$ cat config.mk
export PLATFORM = sky130hd
export DESIGN_NAME = raster_image_decoder
export DESIGN_NICKNAME = d
export VERILOG_FILES = /design/src/image_decoder_pkg.sv /design/src/raster_image_decoder.sv
export SDC_FILE = /design/constraint.sdc
export NUM_CORES = 2
export LEC_CHECK = 0
export ABC_AREA = 1
export BUFFER_PORTS_ARGS = -buffer_cell sky130_fd_sc_hd__buf_4
export CORE_UTILIZATION = 56
export CTS_CLUSTER_DIAMETER = 80
export CTS_CLUSTER_SIZE = 12
export DETAILED_ROUTE_END_ITERATION = 8
export PLACE_DENSITY_LB_ADDON = 0.25
export SKIP_CTS_REPAIR_TIMING = 1
export SLEW_MARGIN = 20
export SYNTH_ARGS = -nofsm -noshare
export SYNTH_HDL_FRONTEND = slang
export SYNTH_SLANG_ARGS = --single-unit
$ cat constraint.sdc
create_clock -name clock -period 10.9 [get_ports clock]
set_input_delay 2.18 -clock clock [delete_from_list [all_inputs] [get_ports clock]]
set_output_delay 2.18 -clock clock [all_outputs]
set_load 0.05 [all_outputs]
$ cat src/image_decoder_pkg.sv
// Shared constants and carrier types for the raster image decoder.
// Assumes one clock domain; included by every design file by scoped name.
package image_decoder_pkg;

    // ------------------------------------------------------------------
    // Header layout, byte positions from the start of the image.
    // ------------------------------------------------------------------
    localparam logic [2:0] HDR_WIDTH    = 3'h0;
    localparam logic [2:0] HDR_HEIGHT   = 3'h1;
    localparam logic [2:0] HDR_BPP      = 3'h2;
    localparam logic [2:0] HDR_COUNT    = 3'h3;
    localparam logic [2:0] HDR_LOC_HI   = 3'h4;
    localparam logic [2:0] HDR_LOC_LO   = 3'h5;
    localparam logic [2:0] HDR_LEN_MONO = 3'h2;
    localparam logic [2:0] HDR_LEN_COL  = 3'h6;

    // ------------------------------------------------------------------
    // Colour table and body limits.
    // ------------------------------------------------------------------
    localparam logic [3:0] BPP_MIN      = 4'h1;
    localparam logic [3:0] BPP_MAX      = 4'h8;
    localparam logic [8:0] COUNT_ZERO   = 9'h100;
    localparam logic [1:0] ENTRY_BYTES  = 2'h3;
    localparam logic [7:0] FULL_LEVEL   = 8'hFF;
    localparam int         FIFO_DEPTH   = 32;

    // ------------------------------------------------------------------
    // Types.
    // ------------------------------------------------------------------
    typedef enum logic [2:0] {
        ST_IDLE  = 3'h0,
        ST_HDR   = 3'h1,
        ST_FETCH = 3'h3,
        ST_BITS  = 3'h2,
        ST_TBL   = 3'h6,
        ST_PUSH  = 3'h7,
        ST_DONE  = 3'h5,
        ST_FAIL  = 3'h4
    } state_t;

    typedef struct packed {
        logic       set;
        logic [7:0] red;
        logic [7:0] green;
        logic [7:0] blue;
    } pixel_t;

    typedef struct packed {
        logic [7:0]  width;
        logic [7:0]  height;
        logic [7:0]  bpp;
        logic [7:0]  count;
        logic [15:0] tblOffset;
    } header_t;

endpackage

$ cat src/raster_image_decoder.sv
// Raster image decoder: reads an image instance byte by byte from a file
// store and streams pixels in raster order through an output FIFO.
// Assumes the store answers each accepted read with one response pulse at
// least one cycle later, one read outstanding at a time.
`timescale 1ns/1ps

// ----------------------------------------------------------------------
// Pixel FIFO.
// ----------------------------------------------------------------------
module pixel_fifo #(
    parameter int WIDTH = 25,
    parameter int DEPTH = 32
) (
    input  wire logic             clock,
    input  wire logic             arst_n,
    input  wire logic             flush,
    input  wire logic             inValid,
    output logic                  inReady,
    input  wire logic [WIDTH-1:0] inData,
    output logic                  outValid,
    input  wire logic             outReady,
    output logic      [WIDTH-1:0] outData
);
    localparam int AW = $clog2(DEPTH);

    logic [WIDTH-1:0] mem [DEPTH];
    logic [AW:0]      wrPtr_r;
    logic [AW:0]      wrPtr_nxt;
    logic [AW:0]      rdPtr_r;
    logic [AW:0]      rdPtr_nxt;

    // Full when pointers differ only in the wrap bit.
    assign inReady  = (wrPtr_r != {~rdPtr_r[AW], rdPtr_r[AW-1:0]});
    assign outValid = (wrPtr_r != rdPtr_r);
    assign outData  = mem[rdPtr_r[AW-1:0]];

    // Pointer advance; a flush drops everything still queued.
    always_comb
    begin
        wrPtr_nxt = wrPtr_r;
        rdPtr_nxt = rdPtr_r;
        if (inValid && inReady)
            wrPtr_nxt = wrPtr_r + 1'b1;
        if (outValid && outReady)
            rdPtr_nxt = rdPtr_r + 1'b1;
        if (flush)
        begin
            wrPtr_nxt = '0;
            rdPtr_nxt = '0;
        end
    end

    always_ff @(posedge clock or negedge arst_n)
    begin
        if (!arst_n)
        begin
            wrPtr_r <= '0;
            rdPtr_r <= '0;
        end
        else
        begin
            wrPtr_r <= wrPtr_nxt;
            rdPtr_r <= rdPtr_nxt;
        end
    end

    // Storage has no reset; it is only read behind a valid pointer.
    always_ff @(posedge clock)
    begin
        if (inValid && inReady)
            mem[wrPtr_r[AW-1:0]] <= inData;
    end
endmodule

// ----------------------------------------------------------------------
// Decoder top.
// ----------------------------------------------------------------------
module raster_image_decoder #(
    parameter int AW    = 16,
    parameter int DEPTH = image_decoder_pkg::FIFO_DEPTH
) (
    input  wire logic                      clock,
    input  wire logic                      arst_n,
    input  wire logic                      start,
    input  wire logic                      colourMode,
    input  wire logic [AW-1:0]             fileBase,
    input  wire logic [AW-1:0]             imageStart,
    output logic                           memReqValid,
    input  wire logic                      memReqReady,
    output logic      [AW-1:0]             memReqAddr,
    input  wire logic                      memRspValid,
    input  wire logic [7:0]                memRspData,
    output logic                           pixValid,
    input  wire logic                      pixReady,
    output image_decoder_pkg::pixel_t      pixData,
    output logic                           busy,
    output logic                           done,
    output logic                           error
);
    image_decoder_pkg::state_t  state_r,    state_nxt;
    image_decoder_pkg::header_t hdr_r,      hdr_nxt;
    image_decoder_pkg::pixel_t  pix_r,      pix_nxt;
    logic                       mode_r,     mode_nxt;
    logic                       pend_r,     pend_nxt;
    logic [2:0]                 hdrIdx_r,   hdrIdx_nxt;
    logic [1:0]                 tblIdx_r,   tblIdx_nxt;
    logic [7:0]                 byte_r,     byte_nxt;
    logic [3:0]                 bitsLeft_r, bitsLeft_nxt;
    logic [3:0]                 got_r,      got_nxt;
    logic [7:0]                 idx_r,      idx_nxt;
    logic [AW-1:0]              bodyAddr_r, bodyAddr_nxt;
    logic [AW-1:0]              base_r,     base_nxt;
    logic [AW-1:0]              file_r,     file_nxt;
    logic [15:0]                pushCnt_r,  pushCnt_nxt;
    logic [15:0]                outCnt_r,   outCnt_nxt;
    logic                       done_r,     done_nxt;
    logic                       err_r,      err_nxt;

    logic       rsp;
    logic       fifoInValid;
    logic       fifoInReady;
    logic       flush;
    logic [3:0] bpp;
    logic [8:0] entries;
    logic       hdrBad;
    logic [15:0] total;
    logic [9:0] entryOff;
    logic [2:0] hdrLast;

    // Header interpretation; monochrome images use a fixed one-bit index.
    assign bpp      = mode_r ? hdr_r.bpp[3:0] : 4'h1;
    assign entries  = (hdr_r.count == 8'h00) ? image_decoder_pkg::COUNT_ZERO
                                             : {1'b0, hdr_r.count};
    // A too-large count is caught before the index checks rely on it.
    assign hdrBad   = mode_r && ((hdr_r.bpp < 8'(image_decoder_pkg::BPP_MIN))
                    || (hdr_r.bpp > 8'(image_decoder_pkg::BPP_MAX))
                    || (entries > (9'h001 << bpp)));
    assign total    = hdr_r.width * hdr_r.height;
    assign entryOff = ({2'b00, idx_r} << 1) + {2'b00, idx_r};
    assign hdrLast  = (mode_r ? image_decoder_pkg::HDR_LEN_COL
                              : image_decoder_pkg::HDR_LEN_MONO) - 3'h1;
    assign rsp      = memRspValid && pend_r;

    // Reads go out from the header, body and table states only.
    always_comb
    begin
        memReqAddr = '0;
        case (state_r)
            image_decoder_pkg::ST_HDR:   memReqAddr = base_r + AW'(hdrIdx_r);
            image_decoder_pkg::ST_FETCH: memReqAddr = bodyAddr_r;
            image_decoder_pkg::ST_TBL:   memReqAddr = file_r + AW'(hdr_r.tblOffset)
                                                    + AW'(entryOff) + AW'(tblIdx_r);
            default:                     memReqAddr = '0;
        endcase
    end

    assign memReqValid = !pend_r && ((state_r == image_decoder_pkg::ST_HDR)
                      || (state_r == image_decoder_pkg::ST_TBL)
                      || ((state_r == image_decoder_pkg::ST_FETCH) && !hdrBad
                          && (pushCnt_r != total)));
    assign fifoInValid = (state_r == image_decoder_pkg::ST_PUSH);
    assign flush       = (state_r == image_decoder_pkg::ST_FAIL);
    assign busy        = (state_r != image_decoder_pkg::ST_IDLE);
    assign done        = done_r;
    assign error       = err_r;

    // Decoder sequencing: header, then per point gather bits, look up (colour mode only), push.
    always_comb
    begin
        state_nxt    = state_r;
        hdr_nxt      = hdr_r;
        pix_nxt      = pix_r;
        mode_nxt     = mode_r;
        pend_nxt     = pend_r;
        hdrIdx_nxt   = hdrIdx_r;
        tblIdx_nxt   = tblIdx_r;
        byte_nxt     = byte_r;
        bitsLeft_nxt = bitsLeft_r;
        got_nxt      = got_r;
        idx_nxt      = idx_r;
        bodyAddr_nxt = bodyAddr_r;
        base_nxt     = base_r;
        file_nxt     = file_r;
        pushCnt_nxt  = pushCnt_r;
        outCnt_nxt   = outCnt_r;
        done_nxt     = 1'b0;
        err_nxt      = err_r;
        if (memReqValid && memReqReady)
            pend_nxt = 1'b1;
        if (rsp)
            pend_nxt = 1'b0;
        if (pixValid && pixReady)
            outCnt_nxt = outCnt_r + 16'h0001;
        case (state_r)
            image_decoder_pkg::ST_IDLE:
            begin
                if (start)
                begin
                    mode_nxt     = colourMode;
                    base_nxt     = imageStart;
                    file_nxt     = fileBase;
                    hdr_nxt      = '0;
                    hdrIdx_nxt   = '0;
                    bitsLeft_nxt = '0;
                    got_nxt      = '0;
                    idx_nxt      = '0;
                    pushCnt_nxt  = '0;
                    outCnt_nxt   = '0;
                    err_nxt      = 1'b0;
                    state_nxt    = image_decoder_pkg::ST_HDR;
                end
            end
            image_decoder_pkg::ST_HDR:
            begin
                if (rsp)
                begin
                    case (hdrIdx_r)
                        image_decoder_pkg::HDR_WIDTH:  hdr_nxt.width  = memRspData;
                        image_decoder_pkg::HDR_HEIGHT: hdr_nxt.height = memRspData;
                        image_decoder_pkg::HDR_BPP:    hdr_nxt.bpp    = memRspData;
                        image_decoder_pkg::HDR_COUNT:  hdr_nxt.count  = memRspData;
                        image_decoder_pkg::HDR_LOC_HI:
                            hdr_nxt.tblOffset[15:8] = memRspData;
                        image_decoder_pkg::HDR_LOC_LO:
                            hdr_nxt.tblOffset[7:0]  = memRspData;
                        default: hdr_nxt = hdr_r;
                    endcase
                    hdrIdx_nxt = hdrIdx_r + 3'h1;
                    if (hdrIdx_r == hdrLast)
                    begin
                        bodyAddr_nxt = base_r + AW'(hdrIdx_r) + 1'b1;
                        state_nxt    = image_decoder_pkg::ST_FETCH;
                    end
                end
            end
            image_decoder_pkg::ST_FETCH:
            begin
                if (hdrBad)
                    state_nxt = image_decoder_pkg::ST_FAIL;
                else if (pushCnt_r == total)
                    state_nxt = image_decoder_pkg::ST_DONE;
                else if (rsp)
                begin
                    byte_nxt     = memRspData;
                    bitsLeft_nxt = 4'h8;
                    bodyAddr_nxt = bodyAddr_r + 1'b1;
                    state_nxt    = image_decoder_pkg::ST_BITS;
                end
            end
            image_decoder_pkg::ST_BITS:
            begin
                // One bit per cycle keeps the unpacker small; index fields may
                // straddle byte boundaries without any special case.
                if (got_r == bpp)
                begin
                    if (!mode_r)
                    begin
                        pix_nxt       = '0;
                        pix_nxt.set   = idx_r[0];
                        state_nxt     = image_decoder_pkg::ST_PUSH;
                    end
                    else if ({1'b0, idx_r} >= entries)
                        state_nxt = image_decoder_pkg::ST_FAIL;
                    else
                    begin
                        tblIdx_nxt = '0;
                        state_nxt  = image_decoder_pkg::ST_TBL;
                    end
                end
                else if (bitsLeft_r == 4'h0)
                    state_nxt = image_decoder_pkg::ST_FETCH;
                else
                begin
                    idx_nxt      = {idx_r[6:0], byte_r[7]};
                    byte_nxt     = {byte_r[6:0], 1'b1};
                    bitsLeft_nxt = bitsLeft_r - 4'h1;
                    got_nxt      = got_r + 4'h1;
                end
            end
            image_decoder_pkg::ST_TBL:
            begin
                if (rsp)
                begin
                    case (tblIdx_r)
                        2'h0:    pix_nxt.red   = memRspData;
                        2'h1:    pix_nxt.green = memRspData;
                        default: pix_nxt.blue  = memRspData;
                    endcase
                    pix_nxt.set = 1'b1;
                    tblIdx_nxt  = tblIdx_r + 2'h1;
                    if (tblIdx_r == image_decoder_pkg::ENTRY_BYTES - 2'h1)
                        state_nxt = image_decoder_pkg::ST_PUSH;
                end
            end
            image_decoder_pkg::ST_PUSH:
            begin
                if (fifoInReady)
                begin
                    pushCnt_nxt = pushCnt_r + 16'h0001;
                    got_nxt     = '0;
                    idx_nxt     = '0;
                    // Leftover bits in the byte carry over to the next index; only those after the last pixel go unread.
                    state_nxt   = (pushCnt_nxt == total) ? image_decoder_pkg::ST_DONE
                                                         : image_decoder_pkg::ST_BITS;
                end
            end
            image_decoder_pkg::ST_DONE:
            begin
                if (outCnt_nxt == total)
                begin
                    done_nxt  = 1'b1;
                    state_nxt = image_decoder_pkg::ST_IDLE;
                end
            end
            image_decoder_pkg::ST_FAIL:
            begin
                // Queued pixels are flushed this cycle, so none leave afterwards.
                err_nxt   = 1'b1;
                state_nxt = image_decoder_pkg::ST_IDLE;
            end
            default: state_nxt = image_decoder_pkg::ST_IDLE;
        endcase
    end

    always_ff @(posedge clock or negedge arst_n)
    begin
        if (!arst_n)
        begin
            state_r    <= image_decoder_pkg::ST_IDLE;
            hdr_r      <= '0;
            pix_r      <= '0;
            mode_r     <= 1'b0;
            pend_r     <= 1'b0;
            hdrIdx_r   <= '0;
            tblIdx_r   <= '0;
            byte_r     <= '0;
            bitsLeft_r <= '0;
            got_r      <= '0;
            idx_r      <= '0;
            bodyAddr_r <= '0;
            base_r     <= '0;
            file_r     <= '0;
            pushCnt_r  <= '0;
            outCnt_r   <= '0;
            done_r     <= 1'b0;
            err_r      <= 1'b0;
        end
        else
        begin
            state_r    <= state_nxt;
            hdr_r      <= hdr_nxt;
            pix_r      <= pix_nxt;
            mode_r     <= mode_nxt;
            pend_r     <= pend_nxt;
            hdrIdx_r   <= hdrIdx_nxt;
            tblIdx_r   <= tblIdx_nxt;
            byte_r     <= byte_nxt;
            bitsLeft_r <= bitsLeft_nxt;
            got_r      <= got_nxt;
            idx_r      <= idx_nxt;
            bodyAddr_r <= bodyAddr_nxt;
            base_r     <= base_nxt;
            file_r     <= file_nxt;
            pushCnt_r  <= pushCnt_nxt;
            outCnt_r   <= outCnt_nxt;
            done_r     <= done_nxt;
            err_r      <= err_nxt;
        end
    end

    // Output buffering; a stalled consumer backs up into the push state.
    pixel_fifo #(
        .WIDTH ($bits(image_decoder_pkg::pixel_t)),
        .DEPTH (DEPTH)
    ) u_fifo (
        .clock    (clock),
        .arst_n   (arst_n),
        .flush    (flush),
        .inValid  (fifoInValid),
        .inReady  (fifoInReady),
        .inData   (pix_r),
        .outValid (pixValid),
        .outReady (pixReady),
        .outData  (pixData)
    );
endmodule

==> results_dict.tcl <==
set metrics [dict create \
    rsz0062_at_grt "no" \
    yosys.area.top_type "edfxtp_1" \
    cp.required_ps 8720 \
    syn_nets 4716 \
    peakVddDrop_uv 304.7 \
    hold_violations 0 \
    cts_num_sinks 1001 \
    crit_arrival_ps 5610 \
    clockBufferDepth 3 \
    finalPower_mw 14.05 \
    die_area_um2 85210 \
    synthTopCellsByArea "edfxtp_1 51%, dfrtp_1 11%, nand2_1 6.7%, o21ai_0 5.5%, nor2_1 4.9%" \
    period_share 0.7147 \
    h-tree-depth 3 \
    die_x_um 291.9 \
    crit_top_cell "nand2_1" \
    whs_ps 477.2 \
    start_util 0.5696 \
    switchingPower_mw 5.983 \
    max_stage_delay_ps 550 \
    max_slew_margin 0.1394 \
    yosysUniqueCellTypes 54 \
    endpoint_kind "primary output" \
    ys_warn_count 0 \
    drive_above_1_share 0.08377 \
    synthTopCellsByCount "840 x nand2_1, 800 x edfxtp_1, 610 x nor2_1" \
    cpMaxStageDelayCell "fa_1" \
    max_clock_freq_mhz 128.4 \
    hp-class "reg -> reg" \
    clk_root_buffer_cell "clkbuf_16" \
    cp_top_family "adder cells" \
    track_usage 0.2957 \
    crit_buf_inv 4 \
    p_int_mw 8.067 \
    synthCells 4511 \
    final_nets 4726 \
    path_max_fanout 9 \
    n_fill_cell 6534 \
    async_reset_ff_frac 0.2008 \
    power.density_nw_per_um2 271.3 \
    status "finished clean" \
    clk_pin_slew_ps 70 \
    syn-cell-area_um2 47070 \
    grt_first_pass_wirelength_um 191100 \
    cts-buffers-inserted 94 \
    seq_area_frac_synth 0.6173 \
    worstMarginPinSlew_ps 1291 \
    synthFlopType "edfxtp_1" \
    wl_per_cell_um 22.45 \
    yosysTopAreaCellShare 0.5104 \
    switching_share 0.4258 \
    rr_worst_depth 12 \
    comb_power_share 0.397 \
    grt_antenna_before_repair 4 \
    tns_ps 0 \
    start_kind "flop" \
    clkPwrFrac 0.221 \
    drt_iter0_drc 3850 \
    path_class "reg -> out" \
    antenna_left 0 \
    setup_ws_ps 3109 \
    cts_tree "built" \
    synth_enable_flop_cells 800 \
    gp_congestion 0.9216 \
    crit_cells 22 \
    vias_per_cell 6.053 \
    clk_latency_ps 680 \
    final_util 0.6268 \
    via_count 34310 \
    die_h_um 291.9 \
    core_um2 82640 \
    grt_overflow 0 \
    io_buffers 92 \
    wirelength_um 127200 \
    maxSlewViolCount 0 \
    synth_seq_cells 1001 \
    avgSynthCellArea_um2 10.43 \
    syn_to_final_growth_pct 10.05 \
    timing.critical_path.cells "nand2_1 -> inv_1 -> fa_1 -> inv_1 -> fa_1 -> fa_1 -> fa_1 -> inv_1 -> ha_1 -> nand2_1 -> nor2_1 -> nand3_1 -> nand3_1 -> nand2_1 -> nand2_1 -> nand2_1 -> nand2_1 -> nor2_1 -> nand3_1 -> nand3_1 -> a21oi_1 -> buf_4" \
    ios 93 \
    std_cell_rows 105 \
    grt_pass1_vias 32200 \
    finClkSkew_ps 35.84 \
    setup_violations 0 \
    finalCriticalPeriod_ps 7791 \
    sequentialPowerShare 0.382 \
    static-leakage-power_nw 20.12 \
    place_hpwl_um 77120 \
    cap_viol_max_count 0 \
    yosysMostFrequentCell "nand2_1" \
    grt_max_degree 252 \
    pre_cts_ws_ps 3812 \
    hold_depth 2 \
    drc 0 \
    firstDrtPassIters 6 \
]
==> per-layer routing <==
layer | global-route usage | up-vias | routed length, um
met4 | 0.1167 | 0 | 5083
met3 | 0.03775 | 275 | 10510
met1 | 0.4028 | 16700 | 50620
met5 | 0 | - | 0
li1 | - | 15730 | -
met2 | 0.4853 | 1610 | 61020
==> placed cells by master, fill, tap and decap left out, drive strengths merged, types with 2 or more instances in the layout <==
master,n
nand2,854
nor4,4
o21ai,527
diode,2
edfxtp,800
o22ai,138
nor3b,3
or2,9
clkbuf,161
mux2,32
clkinv,7
dfrtp,201
a21o,2
fa,55
buf,144
ha,103
o211ai,30
nand3,252
a31oi,4
xor2,28
nor2,622
a211oi,3
xnor2,11
o21bai,3
nor3,25
nand3b,9
nand4,65
o21a,16
a21oi,61
inv,338
o31ai,2
o221ai,80
==> tightest hold or removal path: cells and delay by family, from the launching register on <==
kind             cells  cell delay [ps]
AND/OR/NAND/NOR      2              100
flip-flops           1              350
==> power by group through the flow <==
stage / registers (mW) / clock network (mW) / logic (mW)
finish: 5.37 / 3.10 / 5.58
global route: 5.43 / 3.29 / 6.06
CTS: 5.36 / 3.14 / 5.55
detailed placement: 5.43 / 0 / 5.52
global placement: 5.42 / 0 / 5.42
floorplan: 5.14 / 0 / 4.00
==> stage by stage <==
| stage | area (um^2) | cells |
|---|---|---|
| after CTS | 51740 | 5664 |
| after detailed placement | 48890 | 5493 |
| final | 51800 | 5668 |
| after global routing | 51800 | 5668 |
| after global placement | 48780 | 5489 |
| after floorplan | 47070 | 4511 |
==> registers in the layout, indices dropped and copies added (netlist names) <==
signal / cells
got_r: 4
done: 1
pix_r: 25
byte_r: 8
file_r: 16
u_fifo.rdPtr_r: 6
hdr_r: 48
pushCnt_r: 16
error: 1
tblIdx_r: 2
bodyAddr_r: 16
idx_r: 8
bitsLeft_r: 4
outCnt_r: 16
u_fifo.wrPtr_r: 6
mode_r: 1
pend_r: 1
u_fifo.mem: 800
base_r: 16
state_r: 3
hdrIdx_r: 3
==> layout make-up <==
type                    count  area, um^2  area share
flip-flops and latches   1001       29060      0.5611
clock buffers             161        2614     0.05046
multi-input cells        2944       16040      0.3096
inverters                 336        1276     0.02464
well taps                1070        1339     0.02585
repair buffers            144        1226     0.02367
clock inverters            10       237.7    0.004590
diodes                      2       5.005  0.00009662
==> logic make-up (layout without fill, tap and decap cells) <==
group           Yosys count  count (layout)  synth area share
simple gates           1845            1845            0.1631
fa+ha+maj               158             158           0.05078
flops                  1001            1001            0.6173
compound gates          869             869            0.1064
xor+xnor                 39              39          0.007257
mux                      33              33          0.007869
other cells               0               2                 0
buf+inv                 566             651           0.04729
==> path summary, 6_finish.rpt <==
| check | endpoint | from | slack (ps) |
|---|---|---|---|
| setup / recovery | memReqValid | hdr_r[46] | 3110 |
| max in group asynchronous | u_fifo.rdPtr_r[2] | arst_n | 7920 |
| min in group asynchronous | base_r[8] | arst_n | 1530 |
| hold / removal | byte_r[3] | byte_r[3] | 480 |
| hold reg to reg | byte_r[3] | byte_r[3] | 480 |
| setup reg to reg | u_fifo.mem[24][8] | u_fifo.rdPtr_r[2] | 5180 |
(Power assumes the default switching activity.)
